File: src/rtl/ctz_pkg.sv
// Package of constants and types for the charger temperature zone monitor
package ctz_pkg;

    // Register offsets on the plain register port
    localparam logic [3:0] threshold_config_offset        = 4'h0;
    localparam logic [3:0] thermistor_config_offset       = 4'h1;
    localparam logic [3:0] voltage_config_offset          = 4'h2;
    localparam logic [3:0] modified_voltage_config_offset = 4'h3;
    localparam logic [3:0] charger_status_offset          = 4'h4;
    localparam logic [3:0] charger_irq_offset             = 4'h5;
    localparam logic [3:0] charger_irq_mask_offset        = 4'h6;
    localparam logic [3:0] system_voltage_offset          = 4'h7;
    localparam logic [3:0] charge_current_offset          = 4'h8;
    localparam logic [3:0] charge_control_offset          = 4'h9;

    // Threshold config field positions: hot, warm, cool, cold
    localparam int hot_lsb  = 0;
    localparam int warm_lsb = 2;
    localparam int cool_lsb = 4;
    localparam int cold_lsb = 6;

    // Thermistor config: enable bit and modified current field
    localparam int thermistor_enable_bit = 6;

    // Interrupt bits
    localparam int irq_temp_bit   = 0;
    localparam int irq_syscfg_bit = 1;
    localparam int irq_width      = 2;

    // Voltage code step is 25 mV; 200 mV margin is eight codes
    localparam int          cv_step_mv     = 25;
    localparam int          margin_mv      = 200;
    localparam logic [6:0]  margin_codes   = 7'(margin_mv / cv_step_mv);

    // Mux channel codes that need thermistor bias
    localparam logic [3:0] mux_sense_channel = 4'h9;
    localparam logic [3:0] mux_bias_channel  = 4'ha;

    // Reset values
    localparam logic [7:0] threshold_config_reset = 8'h00;
    localparam logic [5:0] cv_reset               = 6'h00;
    localparam logic [5:0] sysv_reset             = 6'h3f;

    // Temperature status encoding
    typedef enum logic [2:0]
    {
        ctz_zone_off    = 3'h0,
        ctz_zone_cold   = 3'h1,
        ctz_zone_cool   = 3'h2,
        ctz_zone_normal = 3'h3,
        ctz_zone_warm   = 3'h4,
        ctz_zone_hot    = 3'h5
    } ctz_zone_t;

endpackage

File: src/rtl/ctz_zone_if.sv
// Interface carrying comparator levels and the decoded zone
`timescale 1ns/1ps
interface ctz_zone_if;
    logic               enable;
    logic [3:0]         cmp_raw;
    ctz_pkg::ctz_zone_t zone;

    modport decoder
    (
        input  enable,
        input  cmp_raw,
        output zone
    );
    modport user
    (
        output enable,
        output cmp_raw,
        input  zone
    );
endinterface

File: src/rtl/ctz_zone_decode.sv
// Synchronises the four comparator levels and decodes the temperature zone
`timescale 1ns/1ps
module ctz_zone_decode
(
    // Clock and reset
    input  wire logic  clock,
    input  wire logic  arst_n,
    // Zone port
    ctz_zone_if.decoder zif
);

    // Bit order: 3 above hot, 2 above warm, 1 below cool, 0 below cold
    logic [3:0] sync1_reg;
    logic [3:0] sync2_reg;
    ctz_pkg::ctz_zone_t zone_next;

    always_ff @(posedge clock or negedge arst_n)
    begin
        if (!arst_n)
        begin
            sync1_reg <= 4'h0;
            sync2_reg <= 4'h0;
        end
        else
        begin
            sync1_reg <= zif.cmp_raw;
            sync2_reg <= sync1_reg;
        end
    end

    // Extremes take priority so a hot battery never reads merely warm
    always_comb
    begin
        if (!zif.enable)
            zone_next = ctz_pkg::ctz_zone_off;
        else if (sync2_reg[3])
            zone_next = ctz_pkg::ctz_zone_hot;
        else if (sync2_reg[0])
            zone_next = ctz_pkg::ctz_zone_cold;
        else if (sync2_reg[2])
            zone_next = ctz_pkg::ctz_zone_warm;
        else if (sync2_reg[1])
            zone_next = ctz_pkg::ctz_zone_cool;
        else
            zone_next = ctz_pkg::ctz_zone_normal;
    end

    assign zif.zone = zone_next;

endmodule

File: src/rtl/ctz_cv_limit.sv
// Clamps a requested charge voltage code to stay the margin below the system rail
`timescale 1ns/1ps
module ctz_cv_limit
(
    // Request
    input  wire logic [5:0] cv_req,
    input  wire logic [5:0] sysv,
    // Result
    output logic      [5:0] cv_ok,
    output logic            too_high
);

    logic [6:0] ceiling;

    always_comb
    begin
        ceiling  = {1'b0, sysv} - ctz_pkg::margin_codes;
        too_high = 1'b0;
        cv_ok    = cv_req;

        if ({1'b0, sysv} < ctz_pkg::margin_codes)
        begin
            too_high = 1'b1;
            cv_ok    = 6'h00;
        end
        else if ({1'b0, cv_req} > ceiling)
        begin
            too_high = 1'b1;
            cv_ok    = ceiling[5:0];
        end
    end

endmodule

File: src/rtl/ctz_monitor.sv
// Charger temperature zone monitor and system voltage margin check
// Operation
// Lower charge voltage target while system voltage is under 200 mV above it.
// Rewrite charge voltage field with reduced value and flag configuration error.
// Software programs system voltage at least 200 mV above the target.
// With thermistor enabled, compare sense voltage against four thresholds continuously.
// Normal zone uses normal voltage and current, no modified state.
// Warm or cool zone uses the modified voltage and current fields.
// Modified settings live in registers independent of normal settings.
// Hot or cold zone pauses charging in the temperature fault state.
// Current zone is readable as a 3-bit status field.
// Any change of zone status sets a maskable interrupt flag.
// Thermistor disabled suppresses modified states and temperature fault.
// Each threshold has its own 2-bit selector of four trip voltages.
// Bias on while charger input valid and thermistor enabled.
// Bias on while mux selects sense or bias node.
// Mux selection never changes comparator results or temperature response.
// Fault exit returns to prior state; temperature fault outranks others.
// Timers pause in fault; prequal resumes, fast and top-off restart.
// Status encoding: off 0, cold 1, cool 2, normal 3, warm 4, hot 5.
// Comparator outputs are synchronised before zone decoding.
//
// Strobed register access and the register offsets were left to the implementer.
`timescale 1ns/1ps
module ctz_monitor
(
    // Clock and reset
    input  wire logic       clock,
    input  wire logic       arst_n,
    // Register port
    input  wire logic [3:0] reg_addr,
    input  wire logic [7:0] reg_wdata,
    input  wire logic       reg_write,
    input  wire logic       reg_read,
    output logic      [7:0] reg_rdata,
    // Analog side
    input  wire logic [3:0] temp_cmp_in,
    input  wire logic       charger_input_valid,
    input  wire logic [3:0] analog_mux_sel,
    output logic [7:0]      threshold_sel_out,
    output logic            thermistor_bias_en,
    // Charge engine side
    input  wire logic       charger_other_fault,
    output logic [5:0]      active_charge_voltage,
    output logic [5:0]      active_charge_current,
    output logic            modified_state,
    output logic            temp_fault_state,
    output logic            timer_pause,
    output logic            fast_timers_restart,
    output logic            other_fault_hidden,
    // Interrupt
    output logic            charger_irq
);

    logic [7:0]               threshold_config_reg;
    logic                     thermistor_enable_reg;
    logic [5:0]               modified_charge_current_reg;
    logic [5:0]               charge_voltage_target_reg;
    logic [5:0]               modified_charge_voltage_reg;
    logic [5:0]               system_voltage_reg;
    logic [5:0]               charge_current_reg;
    logic [ctz_pkg::irq_width-1:0] irq_status_reg;
    logic [ctz_pkg::irq_width-1:0] irq_mask_reg;
    logic [2:0]               temp_zone_status_reg;
    logic [2:0]               zone_prev_reg;
    logic                     fault_prev_reg;
    logic [5:0]               cv_req;
    logic [5:0]               cv_fixed;
    logic                     cv_too_high;
    logic [ctz_pkg::irq_width-1:0] irq_set;
    logic [ctz_pkg::irq_width-1:0] irq_clr;
    logic                     zone_is_mod;
    logic                     zone_is_fault;

    ctz_zone_if zif ();

    // Mux select is deliberately not an input of the decoder
    assign zif.enable  = thermistor_enable_reg;
    assign zif.cmp_raw = temp_cmp_in;

    ctz_zone_decode u_decode
    (
        .clock  (clock),
        .arst_n (arst_n),
        .zif    (zif)
    );

    // Incoming CV write is checked before it lands
    assign cv_req = (reg_write && reg_addr == ctz_pkg::voltage_config_offset)
                    ? reg_wdata[5:0] : charge_voltage_target_reg;

    ctz_cv_limit u_cv_limit
    (
        .cv_req   (cv_req),
        .sysv     (system_voltage_reg),
        .cv_ok    (cv_fixed),
        .too_high (cv_too_high)
    );

    // Configuration registers
    always_ff @(posedge clock or negedge arst_n)
    begin
        if (!arst_n)
        begin
            threshold_config_reg        <= ctz_pkg::threshold_config_reset;
            thermistor_enable_reg       <= 1'b0;
            modified_charge_current_reg <= 6'h00;
            modified_charge_voltage_reg <= ctz_pkg::cv_reset;
            system_voltage_reg          <= ctz_pkg::sysv_reset;
            charge_current_reg          <= 6'h00;
        end
        else if (reg_write)
        begin
            unique case (reg_addr)
                ctz_pkg::threshold_config_offset:
                    threshold_config_reg <= reg_wdata;
                ctz_pkg::thermistor_config_offset:
                begin
                    thermistor_enable_reg       <= reg_wdata[ctz_pkg::thermistor_enable_bit];
                    modified_charge_current_reg <= reg_wdata[5:0];
                end
                ctz_pkg::modified_voltage_config_offset:
                    modified_charge_voltage_reg <= reg_wdata[5:0];
                ctz_pkg::system_voltage_offset:
                    system_voltage_reg <= reg_wdata[5:0];
                ctz_pkg::charge_current_offset:
                    charge_current_reg <= reg_wdata[5:0];
                default:
                    ;
            endcase
        end
    end

    // CV target loads the clamped value on every edge, so reads show the reduction
    always_ff @(posedge clock or negedge arst_n)
    begin
        if (!arst_n)
            charge_voltage_target_reg <= ctz_pkg::cv_reset;
        else
            charge_voltage_target_reg <= cv_fixed;
    end

    // Zone status and change tracking
    always_ff @(posedge clock or negedge arst_n)
    begin
        if (!arst_n)
        begin
            temp_zone_status_reg <= ctz_pkg::ctz_zone_off;
            zone_prev_reg        <= ctz_pkg::ctz_zone_off;
        end
        else
        begin
            temp_zone_status_reg <= zif.zone;
            zone_prev_reg        <= temp_zone_status_reg;
        end
    end

    // Interrupts: set wins over write-one-to-clear
    assign irq_set[ctz_pkg::irq_temp_bit]   = temp_zone_status_reg != zone_prev_reg;
    assign irq_set[ctz_pkg::irq_syscfg_bit] = cv_too_high;
    assign irq_clr = (reg_write && reg_addr == ctz_pkg::charger_irq_offset)
                     ? reg_wdata[ctz_pkg::irq_width-1:0] : '0;

    always_ff @(posedge clock or negedge arst_n)
    begin
        if (!arst_n)
        begin
            irq_status_reg <= '0;
            irq_mask_reg   <= '0;
            charger_irq    <= 1'b0;
        end
        else
        begin
            irq_status_reg <= (irq_status_reg & ~irq_clr) | irq_set;
            if (reg_write && reg_addr == ctz_pkg::charger_irq_mask_offset)
                irq_mask_reg <= reg_wdata[ctz_pkg::irq_width-1:0];
            charger_irq <= |(((irq_status_reg & ~irq_clr) | irq_set) & ~irq_mask_reg);
        end
    end

    // Zone classification feeding the charge engine
    assign zone_is_mod   = temp_zone_status_reg == ctz_pkg::ctz_zone_warm
                        || temp_zone_status_reg == ctz_pkg::ctz_zone_cool;
    assign zone_is_fault = temp_zone_status_reg == ctz_pkg::ctz_zone_hot
                        || temp_zone_status_reg == ctz_pkg::ctz_zone_cold;

    // Status ANDs each zone set with the enable, so a disabled monitor forces neither
    always_ff @(posedge clock or negedge arst_n)
    begin
        if (!arst_n)
        begin
            modified_state        <= 1'b0;
            temp_fault_state      <= 1'b0;
            active_charge_voltage <= ctz_pkg::cv_reset;
            active_charge_current <= 6'h00;
            timer_pause           <= 1'b0;
            fast_timers_restart   <= 1'b0;
            other_fault_hidden    <= 1'b0;
            fault_prev_reg        <= 1'b0;
        end
        else
        begin
            modified_state   <= thermistor_enable_reg && zone_is_mod;
            temp_fault_state <= thermistor_enable_reg && zone_is_fault;
            if (thermistor_enable_reg && zone_is_mod)
            begin
                active_charge_voltage <= modified_charge_voltage_reg;
                active_charge_current <= modified_charge_current_reg;
            end
            else
            begin
                active_charge_voltage <= charge_voltage_target_reg;
                active_charge_current <= charge_current_reg;
            end
            fault_prev_reg      <= temp_fault_state;
            // Charge engine holds its state while paused; on exit prequal resumes and fast_timers_restart restarts the fast timers
            timer_pause         <= thermistor_enable_reg && zone_is_fault;
            fast_timers_restart <= fault_prev_reg && !temp_fault_state;
            other_fault_hidden  <= charger_other_fault && thermistor_enable_reg && zone_is_fault;
        end
    end

    // Bias follows enable with a valid charger input, or a mux channel on the thermistor nodes
    always_ff @(posedge clock or negedge arst_n)
    begin
        if (!arst_n)
        begin
            thermistor_bias_en <= 1'b0;
            threshold_sel_out  <= ctz_pkg::threshold_config_reset;
        end
        else
        begin
            thermistor_bias_en <= (charger_input_valid && thermistor_enable_reg)
                               || analog_mux_sel == ctz_pkg::mux_sense_channel
                               || analog_mux_sel == ctz_pkg::mux_bias_channel;
            threshold_sel_out  <= threshold_config_reg;
        end
    end

    // Read data in the cycle after the strobe
    always_ff @(posedge clock or negedge arst_n)
    begin
        if (!arst_n)
            reg_rdata <= 8'h00;
        else if (reg_read)
        begin
            unique case (reg_addr)
                ctz_pkg::threshold_config_offset:
                    reg_rdata <= threshold_config_reg;
                ctz_pkg::thermistor_config_offset:
                    reg_rdata <= {1'b0, thermistor_enable_reg, modified_charge_current_reg};
                ctz_pkg::voltage_config_offset:
                    reg_rdata <= {2'b00, charge_voltage_target_reg};
                ctz_pkg::modified_voltage_config_offset:
                    reg_rdata <= {2'b00, modified_charge_voltage_reg};
                ctz_pkg::charger_status_offset:
                    reg_rdata <= {5'h00, temp_zone_status_reg};
                ctz_pkg::charger_irq_offset:
                    reg_rdata <= {6'h00, irq_status_reg};
                ctz_pkg::charger_irq_mask_offset:
                    reg_rdata <= {6'h00, irq_mask_reg};
                ctz_pkg::system_voltage_offset:
                    reg_rdata <= {2'b00, system_voltage_reg};
                ctz_pkg::charge_current_offset:
                    reg_rdata <= {2'b00, charge_current_reg};
                default:
                    reg_rdata <= 8'h00;
            endcase
        end
        else
            reg_rdata <= 8'h00;
    end

    zone_change_a: assert property (@(posedge clock) disable iff (!arst_n)
        $changed(temp_zone_status_reg) |=> irq_status_reg[ctz_pkg::irq_temp_bit])
        else $error("zone change did not set flag");
    // A lowered system voltage is fixed on the following edge, so that cycle is skipped
    cv_margin_a: assert property (@(posedge clock) disable iff (!arst_n)
        $stable(system_voltage_reg) |-> ({1'b0, charge_voltage_target_reg} + ctz_pkg::margin_codes <= {1'b0, system_voltage_reg}
             || charge_voltage_target_reg == 6'h00))
        else $error("charge voltage margin violated");
    cv_flag_a: assert property (@(posedge clock) disable iff (!arst_n)
        cv_too_high |=> irq_status_reg[ctz_pkg::irq_syscfg_bit])
        else $error("config error flag missing");
    disabled_quiet_a: assert property (@(posedge clock) disable iff (!arst_n)
        !thermistor_enable_reg [*3] |=> !modified_state && !temp_fault_state)
        else $error("temperature response while disabled");
    fault_zone_a: assert property (@(posedge clock) disable iff (!arst_n)
        (thermistor_enable_reg && zone_is_fault) |=> temp_fault_state && timer_pause)
        else $error("fault zone not paused");
    normal_values_a: assert property (@(posedge clock) disable iff (!arst_n)
        (temp_zone_status_reg == ctz_pkg::ctz_zone_normal) |=> !modified_state
        && active_charge_voltage == $past(charge_voltage_target_reg))
        else $error("normal zone used modified values");
    bias_mux_a: assert property (@(posedge clock) disable iff (!arst_n)
        (analog_mux_sel == ctz_pkg::mux_bias_channel) |=> thermistor_bias_en)
        else $error("bias off with mux on bias node");
    bias_enable_a: assert property (@(posedge clock) disable iff (!arst_n)
        (charger_input_valid && thermistor_enable_reg) |=> thermistor_bias_en)
        else $error("bias off while enabled");
    restart_pulse_a: assert property (@(posedge clock) disable iff (!arst_n)
        $fell(temp_fault_state) |=> fast_timers_restart ##1 !fast_timers_restart)
        else $error("restart pulse wrong");

    cover_warm_c: cover property (@(posedge clock) disable iff (!arst_n) $rose(modified_state));
    cover_fault_c: cover property (@(posedge clock) disable iff (!arst_n) $fell(temp_fault_state));
    cover_cvfix_c: cover property (@(posedge clock) disable iff (!arst_n) cv_too_high);
    cover_irq_c: cover property (@(posedge clock) disable iff (!arst_n) $rose(charger_irq));

endmodule

File: config.mk
export PLATFORM = sky130hd
export DESIGN_NAME = ctz_monitor
export DESIGN_NICKNAME = d
export VERILOG_FILES = /design/src/rtl/ctz_pkg.sv /design/src/rtl/ctz_zone_if.sv /design/src/rtl/ctz_zone_decode.sv /design/src/rtl/ctz_cv_limit.sv /design/src/rtl/ctz_monitor.sv
export SDC_FILE = /design/constraint.sdc
export NUM_CORES = 1
export LEC_CHECK = 0
export BUFFER_PORTS_ARGS = -buffer_cell sky130_fd_sc_hd__buf_2
export CAP_MARGIN = 20
export CORE_MARGIN = 2
export CORE_UTILIZATION = 40
export CTS_BUF_LIST = sky130_fd_sc_hd__clkbuf_4
export CTS_CLUSTER_SIZE = 12
export DETAILED_ROUTE_END_ITERATION = 16
export SYNTH_ARGS = -nofsm -noshare
export SYNTH_HDL_FRONTEND = slang
export SYNTH_SLANG_ARGS = --single-unit
File: constraint.sdc
create_clock -name clock -period 2.65 [get_ports clock]
set_input_delay 0.53 -clock clock [delete_from_list [all_inputs] [get_ports clock]]
set_output_delay 0.53 -clock clock [all_outputs]
set_load 0.01 [all_outputs]
==> impl_metrics.prom, run 1 <==
# TYPE chip_impl_metric gauge
chip_impl_metric{name="num_vias",unit=""} 2719
chip_impl_metric{name="final-max-slew-violation-count",unit=""} 0
chip_impl_info{name="outcome",value="finished, final reports clean"} 1
chip_impl_metric{name="critPathArrivalTime",unit="ns"} 2.69
chip_impl_metric{name="core_region_area",unit="µm²"} 9770
chip_impl_metric{name="power-per-cell-area",unit="nW/µm²"} 819
chip_impl_metric{name="max_freq",unit="GHz"} 0.426
chip_impl_metric{name="antenna_violating_nets_post_route",unit=""} 0
chip_impl_metric{name="cts_buffers",unit=""} 9
chip_impl_info{name="crit_type",value="reg -> reg"} 1
chip_impl_metric{name="fin_worst_setup_slack",unit="ns"} 0.304
chip_impl_info{name="min-delay-path-class",value="in -> async"} 1
chip_impl_metric{name="groute.usage.overall",unit=""} 0.178
chip_impl_metric{name="layout_min_cycle_time",unit="ns"} 2.35
chip_impl_metric{name="netlist-cell-type-count",unit=""} 49
chip_impl_info{name="worstSetupEndpointType",value="register"} 1
chip_impl_metric{name="finalPower",unit="W"} 0.00382
chip_impl_metric{name="critical_path_required",unit="ns"} 2.99
chip_impl_metric{name="synth_nets",unit=""} 342
chip_impl_metric{name="max-slew-margin-rel",unit=""} 0.612
chip_impl_metric{name="cts_resized",unit=""} 0
chip_impl_metric{name="yosysSeqAreaShare",unit=""} 0.575
chip_impl_info{name="clock_tree.root_cell",value="sky130_fd_sc_hd__clkbuf_4"} 1
chip_impl_metric{name="first_global_vias",unit=""} 2671
chip_impl_metric{name="syn_inst",unit=""} 308
chip_impl_metric{name="timing.final.setup_violations",unit=""} 0
chip_impl_metric{name="syn_area_per_cell",unit="µm²"} 13.0
chip_impl_metric{name="ys_seq_elements",unit=""} 92
chip_impl_metric{name="initial_utilization",unit=""} 0.411
chip_impl_metric{name="synth.cell_area",unit="µm²"} 4020
chip_impl_metric{name="clock-sinks",unit=""} 92
chip_impl_metric{name="wl_per_cell",unit="µm"} 17.5
chip_impl_metric{name="clk_pin_slew",unit="ns"} 0.13
chip_impl_metric{name="power.leakage",unit="nW"} 2.26
chip_impl_metric{name="path_max_fanout",unit=""} 5
chip_impl_metric{name="drt_first_iter_violations",unit=""} 140
chip_impl_metric{name="clk-insertion-delay-late",unit="ns"} 0.44
chip_impl_metric{name="finalNetCount",unit=""} 417
chip_impl_info{name="grt_setup_unrepaired",value="false"} 1
chip_impl_metric{name="grt_first_pass_wirelength",unit="µm"} 14800
chip_impl_metric{name="synth_async_sr_flop_share",unit=""} 1.00
chip_impl_metric{name="die_width",unit="µm"} 104
chip_impl_metric{name="area_delta_synth_final",unit="%"} 16.1
chip_impl_metric{name="post_cts_buffers",unit=""} 0
chip_impl_metric{name="htree_levels",unit=""} 3
chip_impl_metric{name="drive_above_1_share",unit=""} 0.389
chip_impl_metric{name="top_level_ports",unit=""} 61
chip_impl_metric{name="stdcell_area",unit="µm²"} 4670
chip_impl_metric{name="count_of_buffers_inserted_at_the_top_level_ports",unit=""} 60
chip_impl_info{name="most_used_flip_flop_cell_after_synthesis",value="sky130_fd_sc_hd__dfrtp_1"} 1
chip_impl_metric{name="grt_overflow_total",unit=""} 0
chip_impl_metric{name="cts.path.max_buffers",unit=""} 2
chip_impl_metric{name="first_pass_iters",unit=""} 4
chip_impl_metric{name="finalHoldViolCount",unit=""} 0
chip_impl_metric{name="cap_viol_max_count",unit=""} 0
chip_impl_metric{name="wl",unit="µm"} 9130
chip_impl_info{name="worst_setup_path_start_kind",value="register"} 1
chip_impl_metric{name="tightestPinTransition",unit="ns"} 0.579
chip_impl_metric{name="diodes",unit=""} 0
chip_impl_metric{name="gp_congestion",unit=""} 0.879
chip_impl_metric{name="fp.dieH",unit="µm"} 104
chip_impl_metric{name="post_cts_hold_buffer_count",unit=""} 0
chip_impl_metric{name="avgViaCountPerCell",unit=""} 5.22
chip_impl_metric{name="ir_worst_vdd",unit="mV"} 0.382
chip_impl_metric{name="fin_tns_setup",unit="ns"} 0
chip_impl_metric{name="dpl-instance-area",unit="µm²"} 4550
chip_impl_metric{name="detailedPlace.worstSlack",unit="ns"} -0.0802
chip_impl_metric{name="place.detailed.hpwl",unit="µm"} 6390
chip_impl_metric{name="design.die.area",unit="µm²"} 10900
chip_impl_metric{name="fin_worst_hold_slack",unit="ns"} 0.0593
chip_impl_metric{name="synth_enable_flop_cells",unit=""} 0
chip_impl_metric{name="synthesis.yosys.warnings",unit=""} 0
chip_impl_metric{name="min_period_over_period",unit=""} 0.885
chip_impl_info{name="clock_tree_from_tritoncts",value="built"} 1
chip_impl_metric{name="number_of_antenna_violations_at_the_first_check_in_global_routing",unit=""} 0
chip_impl_metric{name="detail_route.drc_violations",unit=""} 0
chip_impl_metric{name="grt_start_max_net_pins",unit=""} 53
chip_impl_metric{name="placementRows",unit=""} 36
chip_impl_metric{name="fin_worst_skew",unit="ns"} 0.0135
routing by layer:
layer | global-route usage | wire length, µm
met1 | 0.254 | 4250
met5 | 0 | 0
met3 | 0.0382 | 498
met2 | 0.268 | 4200
met4 | 0.0676 | 176
cell usage in the layout, fill, tap and decap left out, types with 6 or more instances in the layout:
master / synthesis / layout
sky130_fd_sc_hd__a22o_1: 6 / 6
sky130_fd_sc_hd__ha_1: 8 / 8
sky130_fd_sc_hd__inv_1: 13 / 13
sky130_fd_sc_hd__buf_2: 8 / 59
sky130_fd_sc_hd__clkbuf_4: 0 / 14
sky130_fd_sc_hd__nand3b_1: 7 / 7
sky130_fd_sc_hd__mux2_2: 44 / 44
sky130_fd_sc_hd__nand2_1: 19 / 19
sky130_fd_sc_hd__o21ai_0: 9 / 9
sky130_fd_sc_hd__dfstp_2: 6 / 6
sky130_fd_sc_hd__buf_4: 3 / 15
sky130_fd_sc_hd__a21oi_1: 9 / 9
sky130_fd_sc_hd__dfrtp_1: 86 / 86
sky130_fd_sc_hd__o211ai_1: 8 / 8
cell families after synthesis:
family,count (synthesis),synth area share
AND/OR/NAND/NOR,63,0.0968
adder cells (fa/ha/maj),8,0.0249
AO/OA/AOI/OAI,64,0.116
buffers and inverters,24,0.0277
flip-flops,92,0.575
XOR/XNOR,5,0.0109
multiplexers,52,0.149
cell usage after synthesis (2+ instances only):
cell type | count | area, µm²
sky130_fd_sc_hd__xnor2_1 | 4 | 35.0
sky130_fd_sc_hd__o21bai_1 | 2 | 15.0
sky130_fd_sc_hd__o211ai_1 | 8 | 60.1
sky130_fd_sc_hd__a21o_1 | 2 | 15.0
sky130_fd_sc_hd__nor3b_2 | 2 | 25.0
sky130_fd_sc_hd__o22ai_1 | 2 | 12.5
sky130_fd_sc_hd__nand3_1 | 5 | 25.0
sky130_fd_sc_hd__and3_1 | 5 | 31.3
sky130_fd_sc_hd__and3b_1 | 2 | 17.5
sky130_fd_sc_hd__ha_1 | 8 | 100
sky130_fd_sc_hd__a21oi_1 | 9 | 45.0
sky130_fd_sc_hd__mux2_4 | 5 | 75.1
sky130_fd_sc_hd__o211a_1 | 5 | 50.1
sky130_fd_sc_hd__a31oi_1 | 2 | 12.5
sky130_fd_sc_hd__and2_1 | 3 | 18.8
sky130_fd_sc_hd__nand2_1 | 19 | 71.3
sky130_fd_sc_hd__buf_2 | 8 | 40.0
sky130_fd_sc_hd__a211o_1 | 2 | 17.5
sky130_fd_sc_hd__mux2_2 | 44 | 495
sky130_fd_sc_hd__a22o_1 | 6 | 52.6
sky130_fd_sc_hd__a22oi_1 | 4 | 30.0
sky130_fd_sc_hd__nand3b_1 | 7 | 52.6
sky130_fd_sc_hd__o2bb2ai_1 | 3 | 26.3
sky130_fd_sc_hd__dfstp_2 | 6 | 158
sky130_fd_sc_hd__inv_1 | 13 | 48.8
sky130_fd_sc_hd__mux2i_1 | 3 | 30.0
sky130_fd_sc_hd__nor2_1 | 5 | 18.8
sky130_fd_sc_hd__nor4b_1 | 3 | 26.3
sky130_fd_sc_hd__dfrtp_1 | 86 | 2150
sky130_fd_sc_hd__o21a_1 | 2 | 15.0
sky130_fd_sc_hd__o21ai_0 | 9 | 45.0
sky130_fd_sc_hd__buf_4 | 3 | 22.5
sky130_fd_sc_hd__nor2b_1 | 5 | 31.3
cell type report:
class	count	area [µm²]
clock buffer	14	105
clock inverter	2	11.3
inverter	13	48.8
timing repair buffer	75	428
multi-input combinational	192	1600
fill	928	5110
tap	133	166
sequential	92	2310
through the flow:
| stage | util | instances |
|---|---|---|
| 2_1_floorplan | - | 308 |
| 3_3_place_gp | 0.466 | 505 |
| 3_5_place_dp | 0.466 | 505 |
| 4_1_cts | 0.477 | 521 |
| 5_1_grt | 0.477 | 521 |
| 6_report | 0.477 | 521 |
critical path: stages, from the launching register on:
cell	delay (ns)
sky130_fd_sc_hd__dfstp_2	0.60
sky130_fd_sc_hd__inv_1	0.06
sky130_fd_sc_hd__ha_1	0.20
sky130_fd_sc_hd__ha_1	0.30
sky130_fd_sc_hd__ha_1	0.31
sky130_fd_sc_hd__nand3_1	0.09
sky130_fd_sc_hd__o32a_1	0.20
sky130_fd_sc_hd__o21a_1	0.14
sky130_fd_sc_hd__buf_4	0.16
sky130_fd_sc_hd__o211a_1	0.20
final timing paths:
check	cells past startpoint	from	slack [ns]	endpoint
min in group clock	1	temp_cmp_in[0]	0.19	u_decode.sync1_reg[0]
setup reg to reg	9	system_voltage_reg[3]	0.30	charge_voltage_target_reg[2]
max in group asynchronous	2	arst_n	1.93	threshold_config_reg[4]
setup / recovery	9	system_voltage_reg[3]	0.30	charge_voltage_target_reg[2]
hold reg to reg	0	u_decode.sync1_reg[0]	0.36	u_decode.sync2_reg[0]
hold / removal	1	arst_n	0.06	active_charge_voltage[0]
where the power goes:
group          switching (W)  internal [W]
clock               0.000449      0.000245
combinational       0.000581      0.000625
sequential          0.000192       0.00173
Power figures use the tool's default switching activity.
==> run 2: changes to the inputs <==
- CORE_ASPECT_RATIO: default -> 1.1
- SETUP_SLACK_MARGIN: default -> 0.02
==> impl_metrics.prom, run 2 (same netlist as run 1, synthesis figures left out) <==
# TYPE chip_impl_metric gauge
chip_impl_metric{name="grt_first_pass_wirelength",unit="µm"} 14600
chip_impl_metric{name="cts.path.max_buffers",unit=""} 2
chip_impl_metric{name="finalNetCount",unit=""} 418
chip_impl_info{name="min-delay-path-class",value="in -> async"} 1
chip_impl_metric{name="n_fill_cell",unit=""} 916
chip_impl_metric{name="avgViaCountPerCell",unit=""} 5.28
chip_impl_metric{name="cap_viol_max_count",unit=""} 0
chip_impl_metric{name="number_of_antenna_violations_at_the_first_check_in_global_routing",unit=""} 0
chip_impl_metric{name="layout_min_cycle_time",unit="ns"} 2.41
chip_impl_metric{name="drive_above_1_share",unit=""} 0.383
chip_impl_metric{name="detail_route.drc_violations",unit=""} 0
chip_impl_info{name="clock_tree.root_cell",value="sky130_fd_sc_hd__clkbuf_4"} 1
chip_impl_metric{name="clock-sinks",unit=""} 92
chip_impl_metric{name="initial_utilization",unit=""} 0.408
chip_impl_metric{name="count_of_buffers_inserted_at_the_top_level_ports",unit=""} 60
chip_impl_metric{name="power.leakage",unit="nW"} 2.26
chip_impl_info{name="outcome",value="finished, final reports clean"} 1
chip_impl_metric{name="path_max_fanout",unit=""} 5
chip_impl_metric{name="groute.usage.overall",unit=""} 0.178
chip_impl_info{name="crit_type",value="reg -> reg"} 1
chip_impl_metric{name="max_freq",unit="GHz"} 0.415
chip_impl_metric{name="diodes",unit=""} 0
chip_impl_info{name="timing.rr.start",value="system_voltage_reg[3]"} 1
chip_impl_metric{name="multi_input_comb_area",unit="µm²"} 1600
chip_impl_metric{name="fin_worst_skew",unit="ns"} 0.0256
chip_impl_metric{name="critPathArrivalTime",unit="ns"} 2.75
chip_impl_metric{name="timing.final.setup_violations",unit=""} 0
chip_impl_metric{name="htree_levels",unit=""} 3
chip_impl_metric{name="wl_per_cell",unit="µm"} 18.2
chip_impl_metric{name="finalHoldViolCount",unit=""} 0
chip_impl_metric{name="regToRegSetupSlack",unit="ns"} 0.24
chip_impl_metric{name="core_region_area",unit="µm²"} 9840
chip_impl_info{name="layout_commonest_cell",value="sky130_fd_sc_hd__dfrtp_1"} 1
chip_impl_info{name="reg2reg_to",value="irq_status_reg[1]"} 1
chip_impl_metric{name="gp_congestion",unit=""} 0.862
chip_impl_metric{name="tightestPinTransition",unit="ns"} 0.586
chip_impl_metric{name="detailedPlace.worstSlack",unit="ns"} -0.0635
chip_impl_metric{name="critical_path_required",unit="ns"} 2.98
chip_impl_metric{name="grt_overflow_total",unit=""} 0
chip_impl_metric{name="grt_start_max_net_pins",unit=""} 48
chip_impl_metric{name="design.die.area",unit="µm²"} 10900
chip_impl_metric{name="num_vias",unit=""} 2688
chip_impl_metric{name="placementRows",unit=""} 38
chip_impl_info{name="layout.cells.most_common_list",value="sky130_fd_sc_hd__dfrtp_1, sky130_fd_sc_hd__buf_2, sky130_fd_sc_hd__mux2_2"} 1
chip_impl_metric{name="first_pass_iters",unit=""} 4
chip_impl_metric{name="fp.dieH",unit="µm"} 109
chip_impl_metric{name="ir_worst_vdd",unit="mV"} 0.558
chip_impl_metric{name="power-per-cell-area",unit="nW/µm²"} 815
chip_impl_metric{name="final_core_utilization",unit=""} 0.472
chip_impl_metric{name="clk-insertion-delay-late",unit="ns"} 0.46
chip_impl_metric{name="first_global_vias",unit=""} 2643
chip_impl_metric{name="register_area",unit="µm²"} 2310
chip_impl_metric{name="post_cts_hold_buffer_count",unit=""} 0
chip_impl_metric{name="die_width",unit="µm"} 99.6
chip_impl_info{name="clock_tree_from_tritoncts",value="built"} 1
chip_impl_metric{name="area_delta_synth_final",unit="%"} 15.7
chip_impl_metric{name="drt_first_iter_violations",unit=""} 129
chip_impl_info{name="grt_setup_unrepaired",value="false"} 1
chip_impl_metric{name="final-max-slew-violation-count",unit=""} 0
chip_impl_metric{name="wl",unit="µm"} 9250
chip_impl_metric{name="antenna_violating_nets_post_route",unit=""} 0
chip_impl_metric{name="clk_pin_slew",unit="ns"} 0.16
chip_impl_metric{name="post_cts_buffers",unit=""} 0
chip_impl_info{name="worstSetupEndpointType",value="register"} 1
chip_impl_metric{name="place.detailed.hpwl",unit="µm"} 6470
chip_impl_metric{name="cts_resized",unit=""} 0
chip_impl_metric{name="min_period_over_period",unit=""} 0.910
chip_impl_metric{name="fin_worst_setup_slack",unit="ns"} 0.238
chip_impl_metric{name="top_level_ports",unit=""} 61
chip_impl_metric{name="reg2regPathDepth",unit=""} 8
chip_impl_metric{name="cts_buffers",unit=""} 9
chip_impl_metric{name="fin_worst_hold_slack",unit="ns"} 0.0651
chip_impl_metric{name="max-slew-margin-rel",unit=""} 0.609
chip_impl_info{name="worst_setup_path_start_kind",value="register"} 1
==> run 2: layout make-up <==
type	count	area share
Clock buffer	9	0.0145
Sequential cell	92	0.497
Inverter	13	0.0105
Tap cell	120	0.0323
Clock inverter	7	0.00727
Timing Repair Buffer	76	0.0936
Multi-Input combinational cell	192	0.345
==> run 2: worst max-delay path by stage <==
| stage | from | endpoint | slack [ns] | cells past startpoint |
|---|---|---|---|---|
| CTS | system_voltage_reg[3] | irq_status_reg[1] | 0.26 | 8 |
| finish | system_voltage_reg[3] | irq_status_reg[1] | 0.24 | 8 |
| global placement | reg_addr[3] | irq_status_reg[1] | -0.006 | 9 |
| floorplan | reg_addr[3] | irq_status_reg[1] | 0.06 | 8 |
| detailed placement | reg_addr[3] | irq_status_reg[1] | -0.06 | 9 |
| global route | system_voltage_reg[3] | irq_status_reg[1] | 0.12 | 8 |
==> run 2: power by group <==
part | switching (W) | leakage (nW) | internal (W)
sequential | 0.000195 | 1.13 | 0.00173
combinational | 0.000591 | 1.07 | 0.000627
clock | 0.000467 | 0.0596 | 0.000180
==> run 2: per-layer routing <==
layer,wire [µm],track usage
met5,0,0
met4,113,0.0538
met3,290,0.0417
met2,4530,0.276
met1,4310,0.251
==> run 2: metrics by stage <==
stage	power, W	setup TNS [ns]	cells	instance area [µm²]
floorplan	0.00269	0	308	4030
global placement	0.00315	-0.00587	493	4550
detailed placement	0.00317	-0.191	493	4550
CTS	0.00382	0	509	4650
global route	0.00404	0	509	4650
finish	0.00379	0	509	4650
==> run 2: worst max-delay path: stages (launching register included) <==
cell and delay [ns]:
sky130_fd_sc_hd__dfstp_2 0.61, sky130_fd_sc_hd__inv_1 0.07, sky130_fd_sc_hd__ha_1 0.20, sky130_fd_sc_hd__ha_1 0.30, sky130_fd_sc_hd__ha_1 0.30, sky130_fd_sc_hd__nand3_1 0.09, sky130_fd_sc_hd__o32a_1 0.20, sky130_fd_sc_hd__o21a_1 0.16
sky130_fd_sc_hd__or3_1 0.37
